--- config.mk ---
export PLATFORM = sky130hd
export DESIGN_NAME = scrd_top
export DESIGN_NICKNAME = d
export VERILOG_FILES = /design/src/pkg/scrd_pkg.sv /design/src/scrd_top.sv
export SDC_FILE = /design/constraint.sdc
export NUM_CORES = 1
export LEC_CHECK = 0
export BUFFER_PORTS_ARGS = -buffer_cell sky130_fd_sc_hd__buf_2
export CAP_MARGIN = 5
export CELL_PAD_IN_SITES_DETAIL_PLACEMENT = 1
export CELL_PAD_IN_SITES_GLOBAL_PLACEMENT = 2
export CORE_MARGIN = 2
export CORE_UTILIZATION = 31
export CTS_BUF_LIST = sky130_fd_sc_hd__clkbuf_2 sky130_fd_sc_hd__clkbuf_4 sky130_fd_sc_hd__clkbuf_8
export DETAILED_ROUTE_END_ITERATION = 6
export GPL_TIMING_DRIVEN = 0
export PLACE_DENSITY_LB_ADDON = 0.15
export SYNTH_ARGS = -nofsm -noshare
export SYNTH_HDL_FRONTEND = slang
export SYNTH_SLANG_ARGS = --single-unit
export TNS_END_PERCENT = 1
--- constraint.sdc ---
create_clock -name core_clk_i -period 1.15 [get_ports core_clk_i]
set_clock_uncertainty 0.05 [all_clocks]
set_input_delay 0.23 -clock core_clk_i [delete_from_list [all_inputs] [get_ports core_clk_i]]
set_output_delay 0.23 -clock core_clk_i [all_outputs]
set_load 0.05 [all_outputs]
--- src/pkg/scrd_pkg.sv ---
// package: constants and types for the strap clock ratio decoder
package scrd_pkg;

    // strap and divider widths
    localparam int PLAT_STRAP_W = 4;
    localparam int CORE_STRAP_W = 5;
    localparam int DIV_W        = 5;

    // ratios are held in half units (ratio * 2)
    localparam int HALF_W = 5;

    // platform strap codes
    localparam logic [3:0] PLAT_CODE_2 = 4'h2;
    localparam logic [3:0] PLAT_CODE_3 = 4'h3;
    localparam logic [3:0] PLAT_CODE_4 = 4'h4;
    localparam logic [3:0] PLAT_CODE_5 = 4'h5;
    localparam logic [3:0] PLAT_CODE_6 = 4'h6;
    localparam logic [3:0] PLAT_CODE_8 = 4'h8;
    localparam logic [3:0] PLAT_CODE_9 = 4'h9;

    // core strap codes
    localparam logic [4:0] CORE_CODE_2_0 = 5'h08;
    localparam logic [4:0] CORE_CODE_2_5 = 5'h0C;
    localparam logic [4:0] CORE_CODE_3_0 = 5'h10;
    localparam logic [4:0] CORE_CODE_3_5 = 5'h1C;
    localparam logic [4:0] CORE_CODE_4_0 = 5'h14;
    localparam logic [4:0] CORE_CODE_4_5 = 5'h0E;

    // values after reset
    localparam logic [HALF_W-1:0] HALF_RST = 5'h00;
    localparam logic [3:0]        CODE_RST = 4'h0;
    localparam logic [1:0]        MEM_DIV_RST = 2'h2;

    // frequency windows in MHz
    localparam int MEM_MIN_MHZ    = 200;
    localparam int MEM_MAX_MHZ    = 300;
    localparam int PLAT_LOW_MHZ   = 400;
    localparam int PLAT_MIN_MHZ   = 500;
    localparam int PLAT_MAX_MHZ   = 600;
    localparam int CORE_MIN_MHZ   = 800;
    localparam int LBUS_MIN_MHZ   = 25;
    localparam int LBUS_MAX_MHZ   = 133;
    localparam int REF_MIN_MHZ    = 66;
    localparam int REF_MAX_MHZ    = 167;
    // fifo interface limits, platform divisor times ten
    localparam int FIFO_GMII_DIV10 = 42;
    localparam int FIFO_ENC_DIV10  = 32;

    // decoded ratio bundle
    typedef struct packed {
        logic [HALF_W-1:0] plat_half;  // platform:reference * 2
        logic [HALF_W-1:0] core_half;  // core:platform * 2
        logic              plat_bad;
        logic              core_bad;
    } scrd_ratio_t;

endpackage

--- src/scrd_top.sv ---
// strap clock ratio decoder: captures straps and publishes clock ratios
// What this block does
// - capture four platform strap inputs once at power-up, hold all session
// - decode platform strap 2,3,4,5,6,8,9; 0000,0001,0111 and 1010-1111 reserved
// - no default platform ratio; straps must be actively driven at power-up
// - memory clock runs at half the platform clock, 200 to 300 MHz
// - decode five-bit core strap into ratios 2 to 4.5
// - local bus clock is platform divided by programmed divider, 25-133 MHz; the divider is forwarded unchecked, zero included
`timescale 1ns/100ps
module scrd_top
    import scrd_pkg::*;
(
    // clock and reset
    input  wire logic                    core_clk_i,
    input  wire logic                    rst_i,
    // board straps
    input  wire logic [PLAT_STRAP_W-1:0] platform_ratio_strap_i,
    input  wire logic [3:0]              core_ratio_strap_high_i,
    input  wire logic                    core_ratio_strap_low_i,
    // software divider for the local bus clock
    input  wire logic [DIV_W-1:0]        local_clock_divider_i,
    // decoded settings
    output logic                         cfg_valid_o,
    output logic [HALF_W-1:0]            plat_ratio_half_o,
    output logic [HALF_W-1:0]            core_ratio_half_o,
    output logic [1:0]                   mem_div_o,
    output logic [DIV_W-1:0]             local_div_o,
    output logic                         plat_err_o,
    output logic                         core_err_o,
    output logic                         cfg_err_o
);

    typedef enum logic [1:0] {ST_SYNC, ST_SAMPLE, ST_LOCKED} scrd_state_t;

    // sequencing
    scrd_state_t                state_q;
    logic [1:0]                 sync_cnt_q;
    logic                       sample_en;
    // strap synchronisers
    logic [CORE_STRAP_W-1:0]    core_raw;
    logic [PLAT_STRAP_W-1:0]    plat_s1_q;
    logic [PLAT_STRAP_W-1:0]    plat_s2_q;
    logic [CORE_STRAP_W-1:0]    core_s1_q;
    logic [CORE_STRAP_W-1:0]    core_s2_q;
    // captured settings
    scrd_ratio_t                ratio_d;
    scrd_ratio_t                ratio_q;
    logic                       valid_q;
    logic                       cfg_err_q;
    logic [1:0]                 mem_div_q;
    logic [DIV_W-1:0]           div_q;

    // platform:reference decode in half units, so every ratio is an integer;
    // reserved codes give ratio zero and raise the flag
    function automatic logic [HALF_W:0] plat_decode(
        input logic [3:0] code
    );
        unique case (code)
            PLAT_CODE_2: plat_decode = {1'b0, 5'h04};
            PLAT_CODE_3: plat_decode = {1'b0, 5'h06};
            PLAT_CODE_4: plat_decode = {1'b0, 5'h08};
            PLAT_CODE_5: plat_decode = {1'b0, 5'h0A};
            PLAT_CODE_6: plat_decode = {1'b0, 5'h0C};
            PLAT_CODE_8: plat_decode = {1'b0, 5'h10};
            PLAT_CODE_9: plat_decode = {1'b0, 5'h12};
            default:     plat_decode = {1'b1, HALF_RST};
        endcase
    endfunction

    // core:platform decode in half units
    function automatic logic [HALF_W:0] core_decode(
        input logic [4:0] code
    );
        unique case (code)
            CORE_CODE_2_0: core_decode = {1'b0, 5'h04};
            CORE_CODE_2_5: core_decode = {1'b0, 5'h05};
            CORE_CODE_3_0: core_decode = {1'b0, 5'h06};
            CORE_CODE_3_5: core_decode = {1'b0, 5'h07};
            CORE_CODE_4_0: core_decode = {1'b0, 5'h08};
            CORE_CODE_4_5: core_decode = {1'b0, 5'h09};
            default:       core_decode = {1'b1, HALF_RST};
        endcase
    endfunction

    // the core code is split over two pin groups; join them before syncing
    assign core_raw = {core_ratio_strap_high_i, core_ratio_strap_low_i};

    // straps are board levels: two flops before anything reads them
    // pins settle one by one, so a code may tear for a cycle; the wait
    // before sampling lets the last pin arrive before the code is used
    always_ff @(posedge core_clk_i or posedge rst_i) begin
        if (rst_i) begin
            plat_s1_q <= CODE_RST;
            plat_s2_q <= CODE_RST;
        end else begin
            plat_s1_q <= platform_ratio_strap_i;
            plat_s2_q <= plat_s1_q;
        end
    end

    // same two stages for the five core strap bits
    always_ff @(posedge core_clk_i or posedge rst_i) begin
        if (rst_i) begin
            core_s1_q <= 5'h00;
            core_s2_q <= 5'h00;
        end else begin
            core_s1_q <= core_raw;
            core_s2_q <= core_s1_q;
        end
    end

    // both decodes read only the second stage of each synchroniser
    // ratio_d starts from ratio_q so every field has a value on every path
    always_comb begin
        ratio_d = ratio_q;
        {ratio_d.plat_bad, ratio_d.plat_half} = plat_decode(plat_s2_q);
        {ratio_d.core_bad, ratio_d.core_half} = core_decode(core_s2_q);
    end

    // three edges in the sync state let both stages fill with settled
    // strap levels before the one sample is taken
    // the counter stops outside the sync state, so it cannot wrap
    always_ff @(posedge core_clk_i or posedge rst_i) begin
        if (rst_i) begin
            sync_cnt_q <= 2'h0;
        end else if (state_q == ST_SYNC) begin
            sync_cnt_q <= sync_cnt_q + 2'h1;
        end
    end

    // one sample per reset; the locked state is left only through reset
    // the fourth code of the state type is unreachable, so no default item
    always_ff @(posedge core_clk_i or posedge rst_i) begin
        if (rst_i) begin
            state_q <= ST_SYNC;
        end else begin
            unique case (state_q)
                ST_SYNC: begin
                    if (sync_cnt_q == 2'h2) begin
                        state_q <= ST_SAMPLE;
                    end
                end
                ST_SAMPLE: begin
                    state_q <= ST_LOCKED;
                end
                ST_LOCKED: begin
                    state_q <= ST_LOCKED;
                end
            endcase
        end
    end

    assign sample_en = (state_q == ST_SAMPLE);

    // ratios are captured once; strap moves after that are ignored, so a
    // board that changes straps later must reset the block to reload them
    always_ff @(posedge core_clk_i or posedge rst_i) begin
        if (rst_i) begin
            ratio_q <= '0;
        end else if (sample_en) begin
            ratio_q <= ratio_d;
        end
    end

    // error flag loads with the ratios so it never leads or lags them
    always_ff @(posedge core_clk_i or posedge rst_i) begin
        if (rst_i) begin
            cfg_err_q <= 1'b0;
        end else if (sample_en) begin
            cfg_err_q <= ratio_d.plat_bad | ratio_d.core_bad;
        end
    end

    // valid rises on the same edge as the ratios it qualifies
    always_ff @(posedge core_clk_i or posedge rst_i) begin
        if (rst_i) begin
            valid_q <= 1'b0;
        end else if (sample_en) begin
            valid_q <= 1'b1;
        end
    end

    // memory clock is always half the platform clock, even in reset;
    // held in a flop so the output is registered like the other settings
    always_ff @(posedge core_clk_i or posedge rst_i) begin
        if (rst_i) begin
            mem_div_q <= MEM_DIV_RST;
        end else begin
            mem_div_q <= MEM_DIV_RST;
        end
    end

    // divider is live; a zero divider is passed on as a stopped local clock
    // and range limits on the result are the programming side's concern
    always_ff @(posedge core_clk_i or posedge rst_i) begin
        if (rst_i) begin
            div_q <= '0;
        end else begin
            div_q <= local_clock_divider_i;
        end
    end

    // settings seen by the clock generators
    assign cfg_valid_o       = valid_q;
    assign plat_ratio_half_o = ratio_q.plat_half;
    assign core_ratio_half_o = ratio_q.core_half;
    assign mem_div_o         = mem_div_q;
    assign local_div_o       = div_q;
    assign plat_err_o        = ratio_q.plat_bad;
    assign core_err_o        = ratio_q.core_bad;
    assign cfg_err_o         = cfg_err_q;

endmodule // scrd_top

==> summary by stage, run 1 <==
Drt
Dividing the detail-routed wire length by the instance count gives 12.7 um. The routed design has 2900 um of wire. Using the TritonRoute via totals, the vias-per-cell ratio works out to 4.41.

Detailed routing placed a total of 1500 um of wire on met2. The detailed router put a total of 1150 um of wire on met1. The highest metal layer used by the detailed router is met4. Summing over every cut layer, the via total after detailed routing is 1011. The number of design rule violations left after detail routing is 0. After the first detailed-routing iteration, the DRC count stood at 29. The number of nets with antenna violations after routing is 0. The routed length on met3 is 183 um. The number of detailed-route iterations in the first pass is 4.

Clocking
The total clock buffers created by CTS is 5. The number of sinks driven by the clock tree is 39. Clock tree synthesis selected as its root buffer the cell sky130_fd_sc_hd__clkbuf_8. The level count of the clock H-tree is 2. Clock-pin slew was measured on the worst setup and hold paths at 0.08 ns. The longest clock path from root to sink contains 2 buffers. At the later pin of the worst-skew pair, clock insertion delay measures 0.29 ns. The TritonCTS clock tree is built.

Flow run
The max-cap check violation count is 0.

Global routing
The total routing usage reported by global routing is 13.0%. The via count of the first global-routing pass is 1168. The remaining global-route overflow is 0. Entering global routing, the biggest net connects 22 pins.

The number of antenna violations at the first check in global routing is 0. The first global-routing pass estimated 5000 um of wire.

STA
The number of max-slew violations in the final report is 0. Subtracting the final worst setup slack from the clock period gives 1.19 ns. For the pin with the worst max-slew slack, the measured transition is 0.784 ns. The timing-limited maximum frequency is 0.841 GHz. In the post-route analysis, the smallest setup slack over all paths is -0.0385 ns. The final number of setup-violating endpoints is 8. The final-report hold violation count is 0. The final cycle utilization of the critical path is 103%.

The worst pin sits at a relative slew slack of 47.7%. Setup repair after global routing could not meet its margin everywhere.

Pwr
The power density over the cells is 1490 nW/um^2. The worst-case vdd ir drop is 0.777 mV. The leakage power figure is 1.00 nW.

Floorplanning
The placeable core region is 4380 um^2. The site row count is 24. The width of the die is 71.8 um. The die is 71.8 um tall. The initial utilization of the core area, before any placement, comes to 32.5%.

The number of top-level design ports is 37. The area of the die is 5160 um^2.

Logic synthesis
The main combinational cell family by area after synthesis is simple AND/OR/NAND/NOR gates. The share of Yosys cell area claimed by the top area cell type is 68.4%. The number of unique standard cell types used by synthesis is 28. Synthesis produced a netlist whose cell count is 116. The library cell occupying the most area in the post-synthesis netlist is sky130_fd_sc_hd__dfrtp_1. Of the total synthesized cell area, the portion taken by AND, OR, NAND and NOR gates is 10.7%. Synthesis inferred 39 register bits.

The share of synthesized flip-flops with an asynchronous set or reset is 100%. The synthesized area per cell is 12.3 um^2. Summing the areas of all xor and xnor instances in the mapped netlist gives 2.46% of the synthesized area. The summed instance area of the synthesized netlist is 1430 um^2. Counting flops with a built-in enable in the synthesized netlist gives 0.

The most frequently used flop master after synthesis is sky130_fd_sc_hd__dfrtp_1. Ranked by instance count, the synthesized netlist is headed by sky130_fd_sc_hd__dfrtp_1 (39), sky130_fd_sc_hd__inv_1 (11), sky130_fd_sc_hd__nor2_1 (9). The multiplexer share of the synthesized area is 0.789%.

The synthesized netlist devotes 7.28% of its cell area to compound gates. The most used standard cell by instance count after synthesis is sky130_fd_sc_hd__dfrtp_1. Yosys printed 0 warnings. Ranked by total cell area, the synthesized netlist is headed by sky130_fd_sc_hd__dfrtp_1 (68%), sky130_fd_sc_hd__inv_1 (2.9%), sky130_fd_sc_hd__ha_1 (2.6%). The sequential cell area fraction in the yosys report is 68.4%. Of the total synthesized cell area, the portion taken by full adders, half adders and majority gates is 2.63%.

Setup path
The category of the critical setup timing path is flip-flop to flip-flop. For the worst setup path, the data arrival time is 1.33 ns. STA classifies the critical path startpoint as a flip-flop. The critical path capture point type is a flip-flop. In this run the worst path has a maximum fanout of 6.

The worst register-to-register path has a depth of 3. For the worst setup path, the data required time is 1.29 ns.

Place
The HPWL after detailed placement is 1880 um. In this run the tool buffered the top-level ports with 32 buffer cells. The total placed cells including tap cells is 203.

The instance area after placement is 1690 um^2. At the end of routability-driven placement, the weighted congestion stood at 0.739.

Layout
After the flow finishes, the layout carries non-filler instances totaling 229. The number of nets at the end of the flow is 195. The count of inserted antenna diode cells is 0. The signed area change from the synthesized netlist to the final layout is 52.4%. Of the cells placed in the final design, the portion with a size suffix greater than 1 is 39.0%. The finished cells cover 2170 um^2. The total of fill cells in the finished design is 459.

Min path
The min-delay analysis places its worst path in the category primary input to async pin.

Outcome
The run finished, with violations left. The checks that failed: setup timing.
## worst paths after layout
path                                   startpoint                               end  slack, ns
min in group core_clk_i    core_s1_q[4]$_DFF_PP0_            core_s2_q[4]$_DFF_PP0_       0.30
max in group asynchronous                   rst_i            plat_s2_q[2]$_DFF_PP0_       0.45
max                        plat_s2_q[2]$_DFF_PP0_  plat_ratio_half_o[1]$_DFFE_PP0N_      -0.04
max reg2reg                plat_s2_q[2]$_DFF_PP0_  plat_ratio_half_o[1]$_DFFE_PP0N_      -0.04
min                                         rst_i            core_s2_q[3]$_DFF_PP0_       0.02
min reg2reg                core_s1_q[4]$_DFF_PP0_            core_s2_q[4]$_DFF_PP0_       0.30
## kinds of logic (layout without fill, tap and decap cells)
kind of cell | Yosys count | after routing
fa+ha+maj | 3 | 3
mux | 1 | 1
other cells | 2 | 4
flops | 39 | 39
simple gates | 30 | 30
compound gates | 17 | 17
buf+inv | 20 | 79
xor+xnor | 4 | 4
## sequential cells by signal, summed over array words and instances (netlist names)
name               cells
plat_s1_q              4
plat_ratio_half_o      4
core_s2_q              5
state_q                2
sync_cnt_q             2
plat_err_o             1
local_div_o            5
cfg_err_o              1
plat_s2_q              4
cfg_valid_o            1
core_s1_q              5
core_ratio_half_o      4
core_err_o             1
## routing by layer
metal	up-vias	global-route usage, %
li1	483	-
met1	488	13.8
met2	33	22.8
met3	7	4.92
met4	0	6.29
met5	-	0
## layout make-up
type / instances / area, um^2 / share of cell area [%]
Sequential cell: 39 / 980 / 45.1
Inverter: 11 / 41.3 / 1.90
Clock buffer: 5 / 68.8 / 3.17
Clock inverter: 3 / 67.6 / 3.11
Multi-Input combinational cell: 59 / 410 / 18.9
Timing Repair Buffer: 53 / 479 / 22.0
Tap cell: 52 / 65.1 / 2.99
Buffer: 7 / 61.3 / 2.82
## critical path, cell delays in order (launching register included)
cell and delay [ns]:
sky130_fd_sc_hd__dfrtp_2 0.44, sky130_fd_sc_hd__xor2_1 0.17, sky130_fd_sc_hd__mux2_2 0.26, sky130_fd_sc_hd__a31o_1 0.17
## repair_timing
| action | in CTS | in global routing |
|---|---|---|
| endpoints found under the setup margin | 30 | 28 |
| hold buffers | 14 | 0 |
| hold endpoints to repair | 14 | 0 |
| pin swaps | 6 | 1 |
| gates resized for setup | 45 | 8 |
| buffers inserted | 6 | 0 |
## layout by cell type (no fill, tap or decap), drive strengths merged, types with 4 or more instances in the layout
| cell | n |
|---|---|
| buf | 46 |
| clkbuf | 5 |
| conb | 4 |
| dfrtp | 39 |
| dlygate4sd3 | 14 |
| inv | 11 |
| nand2 | 6 |
| nand3 | 4 |
| nor2 | 9 |
| nor2b | 4 |
| o21ai | 5 |
| o22ai | 5 |
## stage by stage
| stage | hold slack [ns] | setup slack, ns | util (%) | total power, mW | TNS, ns |
|---|---|---|---|---|---|
| finish | 0.0220 | -0.0385 | 49.6 | 3.23 | -0.100 |
| global route | 0.0937 | -0.0990 | 49.6 | 3.38 | -1.06 |
| CTS | 0.0475 | -0.0405 | 48.6 | 3.28 | -0.163 |
| detailed placement | 0.286 | -0.132 | 38.6 | 1.80 | -1.33 |
| global placement | 0.283 | -0.454 | 38.0 | 1.78 | -18.91 |
| floorplan | 0.211 | -0.0459 | - | 1.71 | -0.901 |
## where the power goes
part / leakage (nW) / internal, mW / switching (mW)
Combinational: 0.488 / 0.171 / 0.225
Clock: 0.0644 / 0.865 / 0.495
Sequential: 0.452 / 1.43 / 0.0418
Total: 1.00 / 2.47 / 0.762
No activity file was read; power rests on OpenSTA's default activity.
==> inputs of run 2 (changes only) <==
CORE_UTILIZATION = 30   (was 31)
CTS_BUF_LIST = sky130_fd_sc_hd__clkbuf_16   (was sky130_fd_sc_hd__clkbuf_2 sky130_fd_sc_hd__clkbuf_4 sky130_fd_sc_hd__clkbuf_8)
==> run 2 against run 1 <==
Against the previous run:
- worst hold slack lost 0.018 ns
- largest power group is now clock
- cell count shrank 1.7%
- highest routed layer unchanged
- design area shrank 3.1%
- the flow still finishes with violations (setup timing)
==> summary by stage, run 2 (synthesized netlist as in run 1, its figures left out) <==
Flow run
The tool flagged a number of max-cap violations equal to 0.

Outcome
The checks that failed: setup timing. The flow ran to the end, but the final reports show violations.

Global routing
Global routing used 12.3% of the available tracks across all layers. The largest net degree at the start of global routing is 40. The number of antenna violations at the first check in global routing is 0. The remaining global-route overflow is 0. The first-pass GRT wire length is 4720 um. The via count of the first global-routing pass is 1044.

Setup path
The critical path capture point type is a flip-flop. Counting cells, the worst reg-to-reg path comes to 3. In this run the worst path has a maximum fanout of 5.

The critical path is of the flip-flop to flip-flop type. Data on the critical path is required at its endpoint by 1.27 ns. The critical register-to-register path startpoint is plat_s2_q[1]$_DFF_PP0_. The endpoint of the lowest-slack register-to-register path is plat_ratio_half_o[1]$_DFFE_PP0N_. The data arrival time of the critical path is 1.33 ns. Setup slack on the worst reg-to-reg path comes out at -0.06 ns. The critical path starts at plat_s2_q[1]$_DFF_PP0_. The launching element type of the critical path is a flip-flop.

STA
The minimum period implied by the final worst setup slack is 1.21 ns. Setup repair after global routing could not meet its margin everywhere. The timing-limited maximum frequency is 0.826 GHz. The number of max-slew violations in the final report came to 0. The actual transition at the worst max-transition pin is 0.803 ns. The final-report hold violation count is 0. The final critical path takes up 105% of the cycle.

The final number of setup-violating endpoints is 9. The worst slew margin relative to its limit is 46.4%. The minimum setup slack in the final design is -0.0611 ns. The final total negative setup slack is -0.220 ns.

Pwr
The leakage power figure is 0.981 nW. The worst-case vdd ir drop is 0.860 mV. Power comes to 3.62 mW. The power density over the cells is 1720 nW/um^2.

Drt
Using the TritonRoute via totals, the vias-per-cell ratio works out to 4.35. After detailed routing, the number of remaining DRC violations is 0. The overall routed net length is 2850 um. The number of design-rule violations left by the first detailed-router iteration is 46. The number of nets with antenna violations after routing is 0.

The number of detailed-route iterations in the first pass is 4. In the final routed layout, each cell accounts on average for 12.7 um. The routed layout has 978 vias.

Place
The congestion estimate from routability-driven global placement came to 0.735. Summed over all nets, the half-perimeter wirelength after detailed placement is 1910 um. The pre-CTS setup slack is -0.187 ns. The quantity of I/O buffers inserted on ports is 32.

Clocking
The number of sinks driven by the clock tree is 39. After clock tree synthesis, the clock-pin slew on the worst setup and hold paths is 0.06 ns. The H-tree was split into 2 levels. The TritonCTS clock tree is built.

The longest clock path from root to sink contains 2 buffers. The insertion delay of the later-clocked pin in the worst-skew pair is 0.28 ns. TritonCTS created 5 clock buffers. In this run the clock root is driven by a sky130_fd_sc_hd__clkbuf_16.

Floorplanning
In this run the core area contains 25 standard-cell rows. The die is 73.0 um tall. The number of top-level design ports is 37.

The area of the die is 5320 um^2. The width of the die is 73.0 um. The initial core utilization is 30.6%.

The region available for standard cell placement spans 4660 um^2.

Min path
The worst min-delay path class is primary input to flip-flop. The count of cells along the worst hold path is 1. In this run the most critical hold path is launched from platform_ratio_strap_i[3]. The endpoint of the worst hold path is plat_s1_q[3]$_DFF_PP0_.

Layout
The area growth from synthesis to layout is 47.6%. The share of layout cells above drive strength 1 is 35.7%. In the final design database the tool counted 189 nets. The library cell used most frequently in the layout, excluding fill and tap cells, is sky130_fd_sc_hd__dfrtp_1. 0 antenna diodes ended up in the layout. Leaving out fill and tap cells, the most frequent cells in the layout are sky130_fd_sc_hd__dfrtp_1 (37), sky130_fd_sc_hd__buf_2 (16), sky130_fd_sc_hd__buf_4 (15).
-- run 2: cell types whose count changed in the layout (fill, tap and decap cells not counted), sizes merged --
cell | previous run | this run
clkbuf | 5 | 6
dlygate4sd3 | 14 | 11
buf | 46 | 42
-- run 2: area by class of cell --
class                      count  area (um^2)
clock inverter                 3         67.6
multi-input combinational     59          384
buffer                         7         65.1
timing repair buffer          47          377
tap                           54         67.6
inverter                      11         41.3
clock buffer                   5          125
sequential                    39          978
fill                         503         2550
-- run 2: timing repair --
item / CTS / global route
gates resized for setup: 29 / 14
setup endpoints to repair: 28 / 25
endpoints found under the hold margin: 9 / 2
pin swaps: 3 / 1
hold buffers: 9 / 2
setup buffers: 4 / 0
-- run 2: layer usage --
metal | track usage (%) | vias to the layer above | share of wire [%]
li1 | - | 471 | -
met1 | 13.8 | 466 | 41
met2 | 19.9 | 34 | 50
met3 | 4.14 | 7 | 6.3
met4 | 8.02 | 0 | 2.8
met5 | 0 | - | 0
-- run 2: per-stage QoR --
step	hold slack (ns)	instances	instance area, um^2	utilization, %
final	0.00436	225	2110	45.2
after global routing	0.00161	225	2110	45.2
after CTS	0.00185	223	2040	43.9
after detailed placement	0.286	204	1670	35.8
after global placement	0.283	204	1670	35.8
after floorplan	0.211	118	1440	-
-- run 2: power breakdown --
part	internal, mW	switching [mW]	total [mW]
Clock	1.24	0.554	1.80
Sequential	1.43	0.0411	1.48
Combinational	0.137	0.213	0.351
Total	2.81	0.808	3.62
-- run 2: worst max path at each step --
stage	cells past startpoint	end
CTS	3	plat_ratio_half_o[1]$_DFFE_PP0N_
floorplan	4	plat_ratio_half_o[1]$_DFFE_PP0N_
finish	3	plat_ratio_half_o[1]$_DFFE_PP0N_
detailed placement	6	plat_ratio_half_o[4]$_DFFE_PP0N_
global route	6	plat_ratio_half_o[4]$_DFFE_PP0N_
global placement	2	plat_ratio_half_o[1]$_DFFE_PP0N_
-- run 2: worst max-delay path, stage by stage, from the launching register on --
cell and delay, ns:
sky130_fd_sc_hd__dfrtp_2 0.43, sky130_fd_sc_hd__xor2_1 0.18, sky130_fd_sc_hd__mux2_4 0.27, sky130_fd_sc_hd__a31o_1 0.17
